$ cat config.mk
export PLATFORM = sky130hd
export DESIGN_NAME = mps_sequencer
export DESIGN_NICKNAME = d
export VERILOG_FILES = /design/src/pkg/mps_pkg.sv /design/src/core/mps_flag_unit.sv /design/src/core/mps_sequencer.sv
export SDC_FILE = /design/constraint.sdc
export NUM_CORES = 1
export LEC_CHECK = 0
export BUFFER_PORTS_ARGS = -buffer_cell sky130_fd_sc_hd__buf_2
export CORE_ASPECT_RATIO = 0.75
export CORE_MARGIN = 2
export CORE_UTILIZATION = 35
export CTS_CLUSTER_DIAMETER = 50
export DETAILED_ROUTE_END_ITERATION = 16
export HOLD_SLACK_MARGIN = 0.02
export PLACE_DENSITY_LB_ADDON = 0.12
export SLEW_MARGIN = 15
export SYNTH_ARGS = -nofsm -noshare
export SYNTH_HDL_FRONTEND = slang
export SYNTH_HIERARCHICAL = 1
export SYNTH_SLANG_ARGS = --single-unit
$ cat constraint.sdc
create_clock -name sys_clk -period 1.23 [get_ports sys_clk]
set_input_delay 0.1845 -clock sys_clk [delete_from_list [all_inputs] [get_ports sys_clk]]
set_output_delay 0.1845 -clock sys_clk [all_outputs]
set_load 0.01 [all_outputs]
$ cat src/pkg/mps_pkg.sv
// Shared constants, types and decode helpers of the microprogram sequencer.
// Assumes a single 100 MHz system clock and a classic Wishbone register port.
package mps_pkg;

	// Clock period; the block itself has no timed waits
	localparam int CLK_PERIOD_NS = 10;

	// Widths of the microprogram address, its matrix parts, the control fields and the bus
	localparam int ADDR_W  = 9;
	localparam int ROW_W   = 5;
	localparam int COL_W   = 4;
	localparam int AC_W    = 7;
	localparam int LATCH_W = 4;
	localparam int PR_W    = 3;
	localparam int FC_W    = 4;
	localparam int WB_AW   = 4;
	localparam int WB_DW   = 32;

	// Register byte offsets
	localparam logic [3:0] OFS_STATUS = 4'h0;
	localparam logic [3:0] OFS_CTRL   = 4'h4;
	localparam logic [3:0] OFS_ADDR   = 4'h8;

	// Status and control word field positions
	localparam int ST_ADDR_LSB  = 0;
	localparam int ST_C_BIT     = 9;
	localparam int ST_Z_BIT     = 10;
	localparam int ST_F_BIT     = 11;
	localparam int ST_LATCH_LSB = 12;
	localparam int CTRL_HOLD_BIT = 0;

	// Reset values
	localparam logic [8:0] ADDR_RST  = 9'h000;
	localparam logic [3:0] LATCH_RST = 4'h0;
	localparam logic [31:0] RDATA_RST = 32'h0000_0000;

	// Flag input functions (low two control bits)
	localparam logic [1:0] FI_BOTH   = 2'h0;
	localparam logic [1:0] FI_Z_ONLY = 2'h1;
	localparam logic [1:0] FI_C_ONLY = 2'h2;
	localparam logic [1:0] FI_HOLD   = 2'h3;

	// Flag output functions (high two control bits)
	localparam logic [1:0] FO_ZERO = 2'h0;
	localparam logic [1:0] FO_C    = 2'h1;
	localparam logic [1:0] FO_Z    = 2'h2;
	localparam logic [1:0] FO_ONE  = 2'h3;

	// Address control functions
	typedef enum logic [3:0] {
		FN_COL, FN_ZERO_ROW, FN_ROW, FN_FLAG_F, FN_FLAG_C, FN_FLAG_Z,
		FN_LATCH_A, FN_LATCH_B, FN_GROUP_EN, FN_LATCH_C, FN_PRIMARY
	} mps_func_e;

	// Flag state travelling out of the flag unit
	typedef struct packed {
		logic c;
		logic z;
		logic f;
	} mps_flags_s;

	// Whole sequencer state
	typedef struct packed {
		logic [ADDR_W-1:0]  addr;
		logic [LATCH_W-1:0] latch;
		logic               hold;
		logic               addrOeN;
		logic               ack;
		logic [WB_DW-1:0]   rdata;
	} mps_seq_s;

	// Flag unit state
	typedef struct packed {
		mps_flags_s fl;
	} mps_flag_st_s;

	// Decode the seven address control lines into a function
	function automatic mps_func_e mps_decode(input logic [AC_W-1:0] ac);
		mps_func_e fn;
		fn = FN_COL;
		casez (ac)
			7'b00?_????: fn = FN_COL;
			7'b010_????: fn = FN_ZERO_ROW;
			7'b011_????: fn = FN_ROW;
			7'b100_????: fn = FN_FLAG_F;
			7'b101_0???: fn = FN_FLAG_C;
			7'b101_1???: fn = FN_FLAG_Z;
			7'b110_0???: fn = FN_LATCH_A;
			7'b110_1???: fn = FN_LATCH_B;
			7'b111_0???: fn = FN_GROUP_EN;
			7'b111_10??: fn = FN_LATCH_C;
			default:     fn = FN_PRIMARY;
		endcase
		return fn;
	endfunction : mps_decode

endpackage : mps_pkg

$ cat src/core/mps_flag_unit.sv
// Carry flag pair, carry-capture latch and flag output multiplexer.
// Assumes flag input and controls come from logic on the same clock.
`timescale 1ns/1ps
`default_nettype none
module mps_flag_unit
	import mps_pkg::*;
(
	input  wire logic            sys_clk,    // System clock
	input  wire logic            rst_n,      // Async reset, active low
	input  wire logic            freeze,     // Hold all flag state
	input  wire logic [FC_W-1:0] flagCtrlIn, // Flag control lines
	input  wire logic            flagInN,    // Carry from array, active low
	input  wire logic            enable,     // Output enable, active high
	output mps_flags_s           flags,      // Current C, Z and F
	output logic                 flagOutN,   // Carry to array, active low
	output logic                 flagOutOeN  // Low while driving
);

	mps_flag_st_s st_r;
	mps_flag_st_s st_nxt;
	logic         fIn;
	logic         foVal;

	assign fIn = ~flagInN;

	// Flag updates from the demultiplexed flag input
	always_comb begin
		st_nxt = st_r;
		if (!freeze) begin
			st_nxt.fl.f = fIn;
			case (flagCtrlIn[1:0])
				FI_BOTH: begin
					st_nxt.fl.c = fIn;
					st_nxt.fl.z = fIn;
				end
				FI_Z_ONLY: st_nxt.fl.z = fIn;
				FI_C_ONLY: st_nxt.fl.c = fIn;
				default:   st_nxt.fl = st_nxt.fl;
			endcase
		end
	end

	// State register
	always_ff @(posedge sys_clk or negedge rst_n) begin
		if (!rst_n) begin
			st_r <= '0;
		end else begin
			st_r <= st_nxt;
		end
	end

	// Flag output multiplexer
	always_comb begin
		case (flagCtrlIn[3:2])
			FO_ZERO: foVal = 1'b0;
			FO_C:    foVal = st_r.fl.c;
			FO_Z:    foVal = st_r.fl.z;
			default: foVal = 1'b1;
		endcase
	end

	assign flags      = st_r.fl;
	assign flagOutN   = ~foVal;
	assign flagOutOeN = ~enable;

	a_fl_capture: assert property (@(posedge sys_clk) disable iff (!rst_n)
		!freeze |=> flags.f == !$past(flagInN))
		else $error("F latch did not capture flag input");

	a_fl_hold: assert property (@(posedge sys_clk) disable iff (!rst_n)
		(flagCtrlIn[1:0] == FI_HOLD) || freeze |=> $stable({flags.c, flags.z}))
		else $error("Flags changed under hold");

	a_fl_force: assert property (@(posedge sys_clk) disable iff (!rst_n)
		(flagCtrlIn[3:2] == FO_ONE) |-> !flagOutN)
		else $error("Flag output not forced to one");

	a_fl_forcezero: assert property (@(posedge sys_clk) disable iff (!rst_n)
		(flagCtrlIn[3:2] == FO_ZERO) |-> flagOutN)
		else $error("Flag output not forced to zero");

endmodule : mps_flag_unit
`default_nettype wire

$ cat src/core/mps_sequencer.sv
// Microprogram sequencer: address register, next-address logic, program
// latch and register port. Assumes microinstruction fields, instruction
// busses and the carry line come from logic on sys_clk; Wishbone classic.
`timescale 1ns/1ps
`default_nettype none
module mps_sequencer
	import mps_pkg::*;
(
	input  wire logic               sys_clk,            // System clock
	input  wire logic               rst_n,              // Async reset, active low
	input  wire logic               wb_cyc_i,           // Bus cycle
	input  wire logic               wb_stb_i,           // Bus strobe
	input  wire logic               wb_we_i,            // Write enable
	input  wire logic [WB_AW-1:0]   wb_adr_i,           // Byte address
	input  wire logic [WB_DW-1:0]   wb_dat_i,           // Write data
	input  wire logic [3:0]         wb_sel_i,           // Byte lanes
	output logic [WB_DW-1:0]        wb_dat_o,           // Read data
	output logic                    wb_ack_o,           // Acknowledge
	input  wire logic [3:0]         primaryInstrBusN,   // Primary bus, active low
	input  wire logic [3:0]         secondaryInstrBusN, // Secondary bus, active low
	input  wire logic [AC_W-1:0]    addrCtrl,           // Address control lines
	input  wire logic [FC_W-1:0]    flagCtrlIn,         // Flag control lines
	input  wire logic               flagInN,            // Flag input, active low
	input  wire logic               enable,             // Output enable
	input  wire logic               loadAddr,           // Address load
	output logic [ADDR_W-1:0]       microAddr,          // Microprogram address
	output logic                    microAddrOeN,       // Low while driving
	output logic [PR_W-1:0]         progLatchOut,       // Program latch outputs
	output logic                    progLatchOeN,       // Low while driving
	output logic                    flagOutN,           // Flag output, active low
	output logic                    flagOutOeN,         // Low while driving
	output logic                    irqStrobeEnable     // Interrupt strobe enable
);

	mps_seq_s   st_r;
	mps_seq_s   st_nxt;
	mps_flags_s flags;
	mps_func_e  func;
	logic       wbReq;
	logic       wbWr;
	logic [WB_DW-1:0] rdVal;

	// Next address from the function, the current address and the tests
	function automatic logic [ADDR_W-1:0] mps_next_addr(
		input mps_func_e          fn,
		input logic [AC_W-1:0]    ac,
		input logic [ADDR_W-1:0]  cur,
		input mps_flags_s         fl,
		input logic [LATCH_W-1:0] lat,
		input logic [3:0]         pxN
	);
		logic [ROW_W-1:0] row;
		logic [COL_W-1:0] col;
		row = cur[ADDR_W-1:COL_W];
		col = cur[COL_W-1:0];
		case (fn)
			FN_COL: row = ac[4:0];
			FN_ZERO_ROW: begin
				row = '0;
				col = ac[3:0];
			end
			FN_ROW: col = ac[3:0];
			FN_GROUP_EN: row = {row[4:3], ac[2:0]};
			FN_FLAG_F: begin
				row = {row[4], ac[3:0]};
				col = {col[3], 2'b01, fl.f};
			end
			FN_FLAG_C: begin
				row = {row[4:3], ac[2:0]};
				col = {col[3], 2'b01, fl.c};
			end
			FN_FLAG_Z: begin
				row = {row[4:3], ac[2:0]};
				col = {col[3], 2'b01, fl.z};
			end
			FN_LATCH_A: begin
				row = {row[4:3], ac[2:0]};
				col = lat;
			end
			FN_LATCH_B: begin
				row = {row[4:3], ac[2:0]};
				col = {col[3:2], lat[3:2]};
			end
			FN_LATCH_C: begin
				row = {row[4:2], ac[1:0]};
				col = {col[3:2], lat[1:0]};
			end
			default: begin
				row = {row[4:2], ac[1:0]};
				col = ~pxN;
			end
		endcase
		return {row, col};
	endfunction : mps_next_addr

	assign func = mps_decode(addrCtrl);

	// Bus request of this cycle; the answer comes one edge later
	assign wbReq = wb_cyc_i & wb_stb_i & ~st_r.ack;
	assign wbWr  = wbReq & wb_we_i;

	// Read multiplexer; unmapped offsets read zero
	always_comb begin
		rdVal = '0;
		if (wb_adr_i == OFS_STATUS) begin
			rdVal[ST_ADDR_LSB +: ADDR_W]   = st_r.addr;
			rdVal[ST_C_BIT]                = flags.c;
			rdVal[ST_Z_BIT]                = flags.z;
			rdVal[ST_F_BIT]                = flags.f;
			rdVal[ST_LATCH_LSB +: LATCH_W] = st_r.latch;
		end else if (wb_adr_i == OFS_CTRL) begin
			rdVal[CTRL_HOLD_BIT] = st_r.hold;
		end else if (wb_adr_i == OFS_ADDR) begin
			rdVal[ST_ADDR_LSB +: ADDR_W] = st_r.addr;
		end else begin
			rdVal = '0;
		end
	end

	// Next state of sequencer and bus slave
	always_comb begin
		st_nxt       = st_r;
		st_nxt.ack   = wbReq;
		st_nxt.rdata = (wbReq && !wb_we_i) ? rdVal : RDATA_RST;
		st_nxt.addrOeN = ~enable;
		if (!st_r.hold) begin
			if (func == FN_PRIMARY) begin
				st_nxt.latch = ~secondaryInstrBusN;
			end
			if (loadAddr) begin
				st_nxt.addr = {1'b0, ~primaryInstrBusN, ~secondaryInstrBusN};
			end else begin
				st_nxt.addr = mps_next_addr(func, addrCtrl, st_r.addr, flags,
					st_r.latch, primaryInstrBusN);
			end
		end
		// Control register write
		if (wbWr && (wb_adr_i == OFS_CTRL) && wb_sel_i[0]) begin
			st_nxt.hold = wb_dat_i[CTRL_HOLD_BIT];
		end
		// Direct address write beats the sequencer
		if (wbWr && (wb_adr_i == OFS_ADDR)) begin
			if (wb_sel_i[0]) begin
				st_nxt.addr[7:0] = wb_dat_i[7:0];
			end
			if (wb_sel_i[1]) begin
				st_nxt.addr[8] = wb_dat_i[8];
			end
		end
	end

	// State register
	always_ff @(posedge sys_clk or negedge rst_n) begin
		if (!rst_n) begin
			st_r.addr    <= ADDR_RST;
			st_r.latch   <= LATCH_RST;
			st_r.hold    <= 1'b0;
			st_r.addrOeN <= 1'b1;
			st_r.ack     <= 1'b0;
			st_r.rdata   <= RDATA_RST;
		end else begin
			st_r <= st_nxt;
		end
	end

	// Flag logic
	mps_flag_unit u_flag (
		.sys_clk    (sys_clk),
		.rst_n      (rst_n),
		.freeze     (st_r.hold),
		.flagCtrlIn (flagCtrlIn),
		.flagInN    (flagInN),
		.enable     (enable),
		.flags      (flags),
		.flagOutN   (flagOutN),
		.flagOutOeN (flagOutOeN)
	);

	// Outputs
	// Address bus from the register
	assign microAddr    = st_r.addr;
	assign microAddrOeN = st_r.addrOeN;
	assign wb_ack_o     = st_r.ack;
	assign wb_dat_o     = st_r.rdata;
	assign progLatchOut = st_r.latch[PR_W-1:0];
	// Latch outputs enabled without a clock
	assign progLatchOeN = ~(enable && (func == FN_GROUP_EN));
	assign irqStrobeEnable = (func == FN_ZERO_ROW);

	// Jump result lands on the next edge
	a_seq_rowjump: assert property (@(posedge sys_clk) disable iff (!rst_n)
		(func == FN_ROW) && !loadAddr && !st_r.hold && !wbWr
		|=> microAddr == {$past(microAddr[8:4]), $past(addrCtrl[3:0])})
		else $error("Row jump gave wrong address");

	// Zero-row jump clears the row part
	a_seq_zerorow: assert property (@(posedge sys_clk) disable iff (!rst_n)
		(func == FN_ZERO_ROW) && !loadAddr && !st_r.hold && !wbWr
		|=> microAddr[8:4] == 5'h00 && microAddr[3:0] == $past(addrCtrl[3:0]))
		else $error("Zero-row jump gave wrong address");

	a_seq_primary: assert property (@(posedge sys_clk) disable iff (!rst_n)
		(func == FN_PRIMARY) && !loadAddr && !st_r.hold && !wbWr
		|=> microAddr[3:0] == ~$past(primaryInstrBusN))
		else $error("Primary bus test gave wrong column");

	a_seq_capture: assert property (@(posedge sys_clk) disable iff (!rst_n)
		(func == FN_PRIMARY) && !st_r.hold
		|=> st_r.latch == ~$past(secondaryInstrBusN))
		else $error("Program latch missed secondary bus");

	// Latch test takes the current latch contents; result lands on the next edge
	a_seq_latchtest: assert property (@(posedge sys_clk) disable iff (!rst_n)
		(func == FN_LATCH_A) && !loadAddr && !st_r.hold && !wbWr
		|=> microAddr[3:0] == $past(st_r.latch))
		else $error("Latch test gave wrong column");

	a_seq_load: assert property (@(posedge sys_clk) disable iff (!rst_n)
		loadAddr && !st_r.hold && !wbWr
		|=> microAddr == {1'b0, ~$past(primaryInstrBusN), ~$past(secondaryInstrBusN)})
		else $error("Load did not take instruction busses");

	// Latch drive tied to group jump
	a_seq_prdrive: assert property (@(posedge sys_clk) disable iff (!rst_n)
		!progLatchOeN |-> enable && (addrCtrl[6:3] == 4'b1110))
		else $error("Latch outputs driven outside group jump");

	a_seq_strobe: assert property (@(posedge sys_clk) disable iff (!rst_n)
		(addrCtrl[6:4] != 3'b010) |-> !irqStrobeEnable)
		else $error("Strobe enable raised outside zero-row jump");

	// Strobe follows zero-row jump even under load
	a_seq_strobeon: assert property (@(posedge sys_clk) disable iff (!rst_n)
		(addrCtrl[6:4] == 3'b010) && loadAddr |-> irqStrobeEnable)
		else $error("Strobe enable missing on zero-row jump");

	a_seq_oe: assert property (@(posedge sys_clk) disable iff (!rst_n)
		!enable ##1 !enable |-> microAddrOeN)
		else $error("Address outputs driven while disabled");

	// Bus acknowledge is a single cycle
	a_seq_ack: assert property (@(posedge sys_clk) disable iff (!rst_n)
		wb_ack_o |=> !wb_ack_o)
		else $error("Acknowledge held two cycles");

endmodule : mps_sequencer
`default_nettype wire

==> results of run 1 <==
[placed cells by master, fill, tap and decap left out, drive strengths merged, types with 2 or more instances in the layout]
| cell type | n |
|---|---|
| nor4 | 4 |
| buf | 125 |
| conb | 16 |
| nor3 | 4 |
| a21boi | 2 |
| and4b | 2 |
| o21ai | 14 |
| nand2b | 6 |
| a31oi | 2 |
| a21o | 4 |
| inv | 9 |
| a21oi | 16 |
| nand2 | 17 |
| clkbuf | 8 |
| a221o | 2 |
| nand3 | 4 |
| nor4b | 2 |
| dfrtp | 34 |
| mux2 | 3 |
| o31ai | 3 |
| nor2 | 13 |
| and2 | 11 |
| and3b | 2 |
| a211oi | 6 |
| nand4 | 4 |
| a22oi | 2 |
| mux2i | 5 |
| nor3b | 4 |
[state kept, by name, indices dropped and copies added, names as in the netlist]
name          flops
wb_ack_o          1
u_flag/flags      3
microAddrOeN      1
wb_dat_o         16
microAddr         9
progLatchOut      3
st_r              2
[cell type report]
class	count	area, sq um
repair buffers	127	826
fillers	639	3260
clock buffers	7	86.3
clock inverters	1	8.76
multi-input cells	162	1150
flip-flops and latches	35	878
inverters	9	33.8
well taps	81	101
[worst max path at each step]
stage / to / from / cells past startpoint
finish: microAddr[2]$_DFF_PN0_ / microAddr[2]$_DFF_PN0_ / 5
floorplan: microAddr[2]$_DFF_PN0_ / wb_ack_o$_DFF_PN0_ / 6
global placement: microAddr[0]$_DFF_PN0_ / addrCtrl[4] / 6
global route: microAddr[2]$_DFF_PN0_ / microAddr[2]$_DFF_PN0_ / 5
CTS: microAddr[2]$_DFF_PN0_ / microAddr[2]$_DFF_PN0_ / 5
detailed placement: microAddr[7]$_DFF_PN0_ / addrCtrl[4] / 7
[logic make-up (layout without fill, tap and decap cells)]
family                 after synthesis  after routing
other                                1             16
AO/OA/AOI/OAI                       61             61
multiplexers                         8              8
buffers and inverters               66            144
AND/OR/NAND/NOR                     77             77
flip-flops                          35             35
[routing by layer]
layer / GRT usage / routed length, um
met1: 0.263 / 3150
met2: 0.257 / 2690
met3: 0.0367 / 332
met4: 0.0370 / 46
met5: 0 / 0
[power by group]
group	internal [uW]	switching, uW	total (uW)
sequential	1230	70.7	1300
combinational	372	423	795
clock	459	444	903
[timing repair]
item	4_1_cts	5_1_grt
pin swaps	7	5
resized for setup	19	20
endpoints found under the setup margin	27	29
cloned	1	0
setup buffers	2	3
endpoints found under the hold margin	34	0
hold buffers	1	0
[stage by stage]
step,cell area [sq um],worst slack [ns],setup TNS (ns),instances
after detailed placement,2790,-0.263,-2.36,408
final,3090,-0.0798,-0.824,422
after global placement,2790,-0.237,-2.12,408
after global routing,3090,-0.159,-2.55,422
after CTS,2980,-0.0651,-0.386,420
after floorplan,2400,-0.0141,-0.102,263
[worst register-to-register path, cell delays in order, from the launching register on]
cell and delay [ns]:
dfrtp_1 0.42, a21o_1 0.10, nand2_1 0.04, a41o_1 0.21
a221o_1 0.33, a31oi_1 0.13
==> summary.txt, run 1 <==
TritonCTS Sinks -> 35
Design Power -> 3000 uW
Sequence of cells on the critical path -> a21o_1 > nand2_1 > a41o_1 > a221o_1 > a31oi_1
Post-synthesis compound-gate area fraction -> 0.177
Adder-cell share of the synthesized area -> 0
First-pass GRT wire length -> 9.87 mm
Setup slack, reg-to-reg -> -0.08 ns
Worst Hold Path Cells -> 2
Final layout net count -> 407
RR Endpoint -> microAddr[2]$_DFF_PN0_
Worst Setup End Kind -> flop
ANT cells -> 0
CP max stage delay -> 0.42 ns
Number of synthesized register bits -> 35
Initial Util -> 0.363
Mux cell area share after synthesis -> 0.0363
Post-synthesis simple-gate area fraction -> 0.196
Post-synthesis sequential area ratio -> 0.380
CP Data Required Time -> 1.44 ns
Drt total wl -> 6.22 mm
Largest family of logic cells by synthesized area -> buffers and inverters
Site Rows -> 25
Hold WS -> 0.0251 ns
Top FF cell, synth -> dfrtp_1
Worst Hold End -> microAddrOeN$_DFF_PN1_
Routed len/inst -> 14.7 um
ANT nets after route -> 0
DR iter-0 viols -> 78
Grt total ovfl -> 0
Post-layout util -> 0.486
H-Tree Depth -> 2
Final Hold Viols -> 0
Final Cycle Share -> 1.06
HPWL Detailed -> 4.71 mm
VDD IR max -> 0.426 mV
Post-synth top area cell -> dfrtp_1
Slowest stage cell, crit path -> dfrtp_1
Post-route DRC -> 0
Failing checks -> negative setup slack
Yosys warns -> 6
Critical path peak fanout -> 3
Slew Limit Fails -> 0
HP Start -> enable
Die height -> 74.3 um
Dominant delay contributor by cell family on the critical path -> compound AO/OA/AOI/OAI gates
Count leader, synth -> buf_4
Port Buffers -> 75
CTS Buffer Depth -> 2
Pwr/cell area -> 972 nW/um^2
DRT Pass-1 Iters -> 5
Number of flops mapped to enable cells by yosys -> 0
Worst setup SP type -> flop
Initial antenna violation count -> 0
Reg-to-Reg Start -> microAddr[2]$_DFF_PN0_
Via count -> 2017
Critical Path AT -> 1.52 ns
Worst Hold Class -> in -> reg
CTS root buf -> clkbuf_8
Ys async rst share -> 1.00
Setup WS post-layout -> -0.0798 ns
Critical path class -> reg -> reg
Status -> finished with violations
Largest cells by area after synthesis -> dfrtp_1 37%, buf_4 15%, a21oi_1 3.5%, and2_1 3.0%, nand2_1 2.8%
Gpl congestion -> 0.824
Total Routing Usage GR -> 0.174
# IOs -> 117
Post-Syn Area -> 2310 sq um
Die width -> 97.8 um
Avg Cell Area, Syn -> 9.30 sq um
Max-cap violations -> 0
Clk slew on worst S/H paths -> 0.07 ns
Final Critical Period -> 1.31 ns
CTS buffer count -> 5
Largest net degree at the start of global routing -> 36
Share of post-route cells with drive strength above 1 -> 0.493
Final setup viols -> 23
Synth cell count leaders -> 46 x buf_4, 34 x dfrtp_1, 17 x nand2_1, 16 x a21oi_1, 11 x and2_1
Post-Syn Instances -> 248
Synth unique cells -> 53
Max Fclk -> 764 MHz
Layout Skew -> 0.00172 ns
Synth top area share -> 0.369
Vias in the first global route -> 1908
Vias/cell -> 4.78
CP bufs+invs -> 0
CTS tree -> built
R2R cell count -> 5
Static Leakage -> 0.00155 uW
Post-Synth XOR/XNOR Area -> 0
Die ar. -> 7260 sq um
RSZ-0062 raised after global routing -> yes
Area Growth Syn to Fin -> 33.7%
Core ar. -> 6350 sq um
Skew-Pair Late Insertion Delay -> 0.29 ns
No activity file was read; power rests on OpenSTA's default activity.
==> inputs of run 2 (changes only) <==
--- a/config.mk
+++ b/config.mk
@@ -6,7 +6,7 @@
 export NUM_CORES = 1
 export LEC_CHECK = 0
 export BUFFER_PORTS_ARGS = -buffer_cell sky130_fd_sc_hd__buf_2
-export CORE_ASPECT_RATIO = 0.75
+export CORE_ASPECT_RATIO = 1.5
 export CORE_MARGIN = 2
 export CORE_UTILIZATION = 35
 export CTS_CLUSTER_DIAMETER = 50
==> run 2 against run 1 <==
Critical endpoint is now microAddr[0]$_DFF_PN0_. Global-route usage down 0.96 points. Fmax up 1.3%. Total power down 3.8%. Via count about the same. Largest power group unchanged. Largest cell class unchanged. Combinational power down 3.3%. Final cell count down 1.4%. Worst hold slack better by 0.014 ns. Clock power down 9.3%. The run still ends with negative setup slack left. Sequential power about the same. Sequential share of layout area up 0.43 points. Utilization down 1.5 points. Clock-buffer cell count unchanged.
==> summary.txt, run 2 (synthesized netlist as in run 1, its figures left out) <==
Skew-Pair Late Insertion Delay -> 0.29 ns (about the same)
RSZ-0062 raised after global routing -> yes
Final Cycle Share -> 1.05 (-0.0140)
Commonest non-fill, non-tap cell in the layout -> buf_2
Max FFs per register -> 16 (unchanged)
Slowest stage cell, crit path -> dfrtp_1
CTS tree -> built
Layout Skew -> 0.00887 ns (+0.00715 ns)
Slew Limit Fails -> 0 (unchanged)
Critical path class -> reg -> reg
CP max stage delay -> 0.37 ns (-0.05 ns)
H-Tree Depth -> 2 (unchanged)
# IOs -> 117 (unchanged)
CTS Buffer Depth -> 2 (unchanged)
Setup WS post-layout -> -0.0625 ns (+0.0172 ns)
Area Growth Syn to Fin -> 31.6%
Vias/cell -> 4.85 (+1.4%)
Pre-CTS WS -> -0.220 ns (+0.0431 ns)
Max Fclk -> 774 MHz (+1.3%)
Int Pwr -> 1990 uW (-3.3%)
Die width -> 70.3 um (-28%)
Final setup viols -> 18 (-22%)
Grt total ovfl -> 0 (unchanged)
Drt total wl -> 5.91 mm (-5.0%)
Worst Hold Class -> in -> reg
Psw -> 892 uW (-4.9%)
Final layout net count -> 406 (-0.25%)
Clk slew on worst S/H paths -> 0.08 ns (about the same)
Site Rows -> 36 (+44%)
DR iter-0 viols -> 86 (+10%)
Largest net degree at the start of global routing -> 36 (unchanged)
Die ar. -> 7270 sq um (about the same)
Pwr/cell area -> 950 nW/um^2 (-2.2%)
Final Hold Viols -> 0 (unchanged)
Initial Util -> 0.358 (-0.00515)
Share of post-route cells with drive strength above 1 -> 0.479 (-0.0133)
Vias in the first global route -> 1832 (-4.0%)
Worst Setup End Kind -> flop
Sequence of cells on the critical path -> and3b_2 > nand4_4 > nand2b_1 > a21o_1 > o21ai_1
Most frequent cells in the layout -> 72 x buf_2, 44 x buf_4, 34 x dfrtp_1, 16 x nand2_1, 16 x conb_1
Setup slack, reg-to-reg -> -0.06 ns (+0.02 ns)
Dominant delay contributor by cell family on the critical path -> simple AND/OR/NAND/NOR gates
CTS root buf -> clkbuf_8
Seq pwr share -> 0.450 (+0.017)
ANT cells -> 0 (unchanged)
Post-route DRC -> 0 (unchanged)
Static Leakage -> 0.00154 uW (-0.88%)
Setup_tns -> -0.749 ns (+0.0751 ns)
Routed len/inst -> 14.2 um (-3.6%)
Port Buffers -> 75 (unchanged)
Clk pwr share -> 0.284 (-0.017)
First-pass GRT wire length -> 9.26 mm (-6.2%)
Failing checks -> negative setup slack
VDD IR max -> 0.356 mV (-17%)
Max-cap violations -> 0 (unchanged)
Worst setup SP type -> flop
TritonCTS Sinks -> 35 (unchanged)
HPWL Detailed -> 4.59 mm (-2.5%)
Initial antenna violation count -> 0 (unchanged)
Die height -> 103 um (+39%)
CP bufs+invs -> 0 (unchanged)
Hold WS -> 0.0392 ns (+0.0141 ns)
Gpl congestion -> 0.859 (+4.2%)
Logic pwr share -> 0.267 (+0.002)
Core ar. -> 6440 sq um (+1.4%)
DRT Pass-1 Iters -> 4 (-1)
Total Routing Usage GR -> 0.164 (-0.00959)
CTS buffer count -> 5 (unchanged)
Critical Path AT -> 1.47 ns (-0.05 ns)
Critical path peak fanout -> 8 (+5)
ANT nets after route -> 0 (unchanged)
Switching power share of the total -> 0.309 (-0.00352)
Via count -> 2016 (-0.050%)
Final Critical Period -> 1.29 ns (-0.0172 ns)
Status -> finished with violations
CP Data Required Time -> 1.41 ns (-0.03 ns)
Design Power -> 2880 uW (-3.8%)
[run 2: cell types whose count changed in the layout (fill, tap and decap cells not counted), sizes merged]
| cell | change |
|---|---|
| clkbuf | +1 |
| buf | -2 |
[run 2: routing by layer]
layer	track usage	vias to the layer above	part of all wire
met1	0.195	965	0.42
met3	0.0242	7	0.039
met4	0.0577	0	0.014
met5	0	-	0
met2	0.302	53	0.53
li1	-	991	-
[run 2: timing repair]
| item | CTS | global route |
|---|---|---|
| endpoints found under the hold margin | 34 | 0 |
| hold buffers | 1 | 0 |
| endpoints found under the setup margin | 29 | 28 |
| gates resized for setup | 7 | 25 |
| buffers inserted | 2 | 3 |
| pin swaps | 4 | 6 |
[run 2: layout make-up]
type | count | area [sq um]
fill | 664 | 3410
multi-input combinational | 162 | 1140
sequential | 35 | 877
timing repair buffer | 126 | 803
tap | 76 | 95.1
clock buffer | 7 | 76.3
clock inverter | 1 | 5.00
inverter | 9 | 33.8
[run 2: final timing paths]
| check | start | end | depth (start not counted) |
|---|---|---|---|
| setup reg to reg | wb_ack_o$_DFF_PN0_ | microAddr[0]$_DFF_PN0_ | 5 |
| hold reg to reg | microAddr[6]$_DFF_PN0_ | wb_dat_o[6]$_DFF_PN0_ | 1 |
| hold / removal | enable | microAddrOeN$_DFF_PN1_ | 2 |
| setup / recovery | wb_ack_o$_DFF_PN0_ | microAddr[0]$_DFF_PN0_ | 5 |
| min in group asynchronous | rst_n | wb_ack_o$_DFF_PN0_ | 3 |
| max in group asynchronous | rst_n | microAddrOeN$_DFF_PN1_ | 3 |
[run 2: power groups by stage]
stage | registers (uW) | clock network [uW] | logic (uW)
after global placement | 1320 | 0 | 701
after detailed placement | 1320 | 0 | 707
after floorplan | 1300 | 0 | 463
after global routing | 1310 | 903 | 850
final | 1300 | 819 | 769
after CTS | 1300 | 846 | 729
[run 2: metrics by stage]
step | util | cells | cell area [sq um]
2_1_floorplan | - | 263 | 2400
3_3_place_gp | 0.430 | 402 | 2770
3_5_place_dp | 0.430 | 402 | 2770
4_1_cts | 0.449 | 413 | 2890
5_1_grt | 0.471 | 416 | 3040
6_report | 0.471 | 416 | 3040
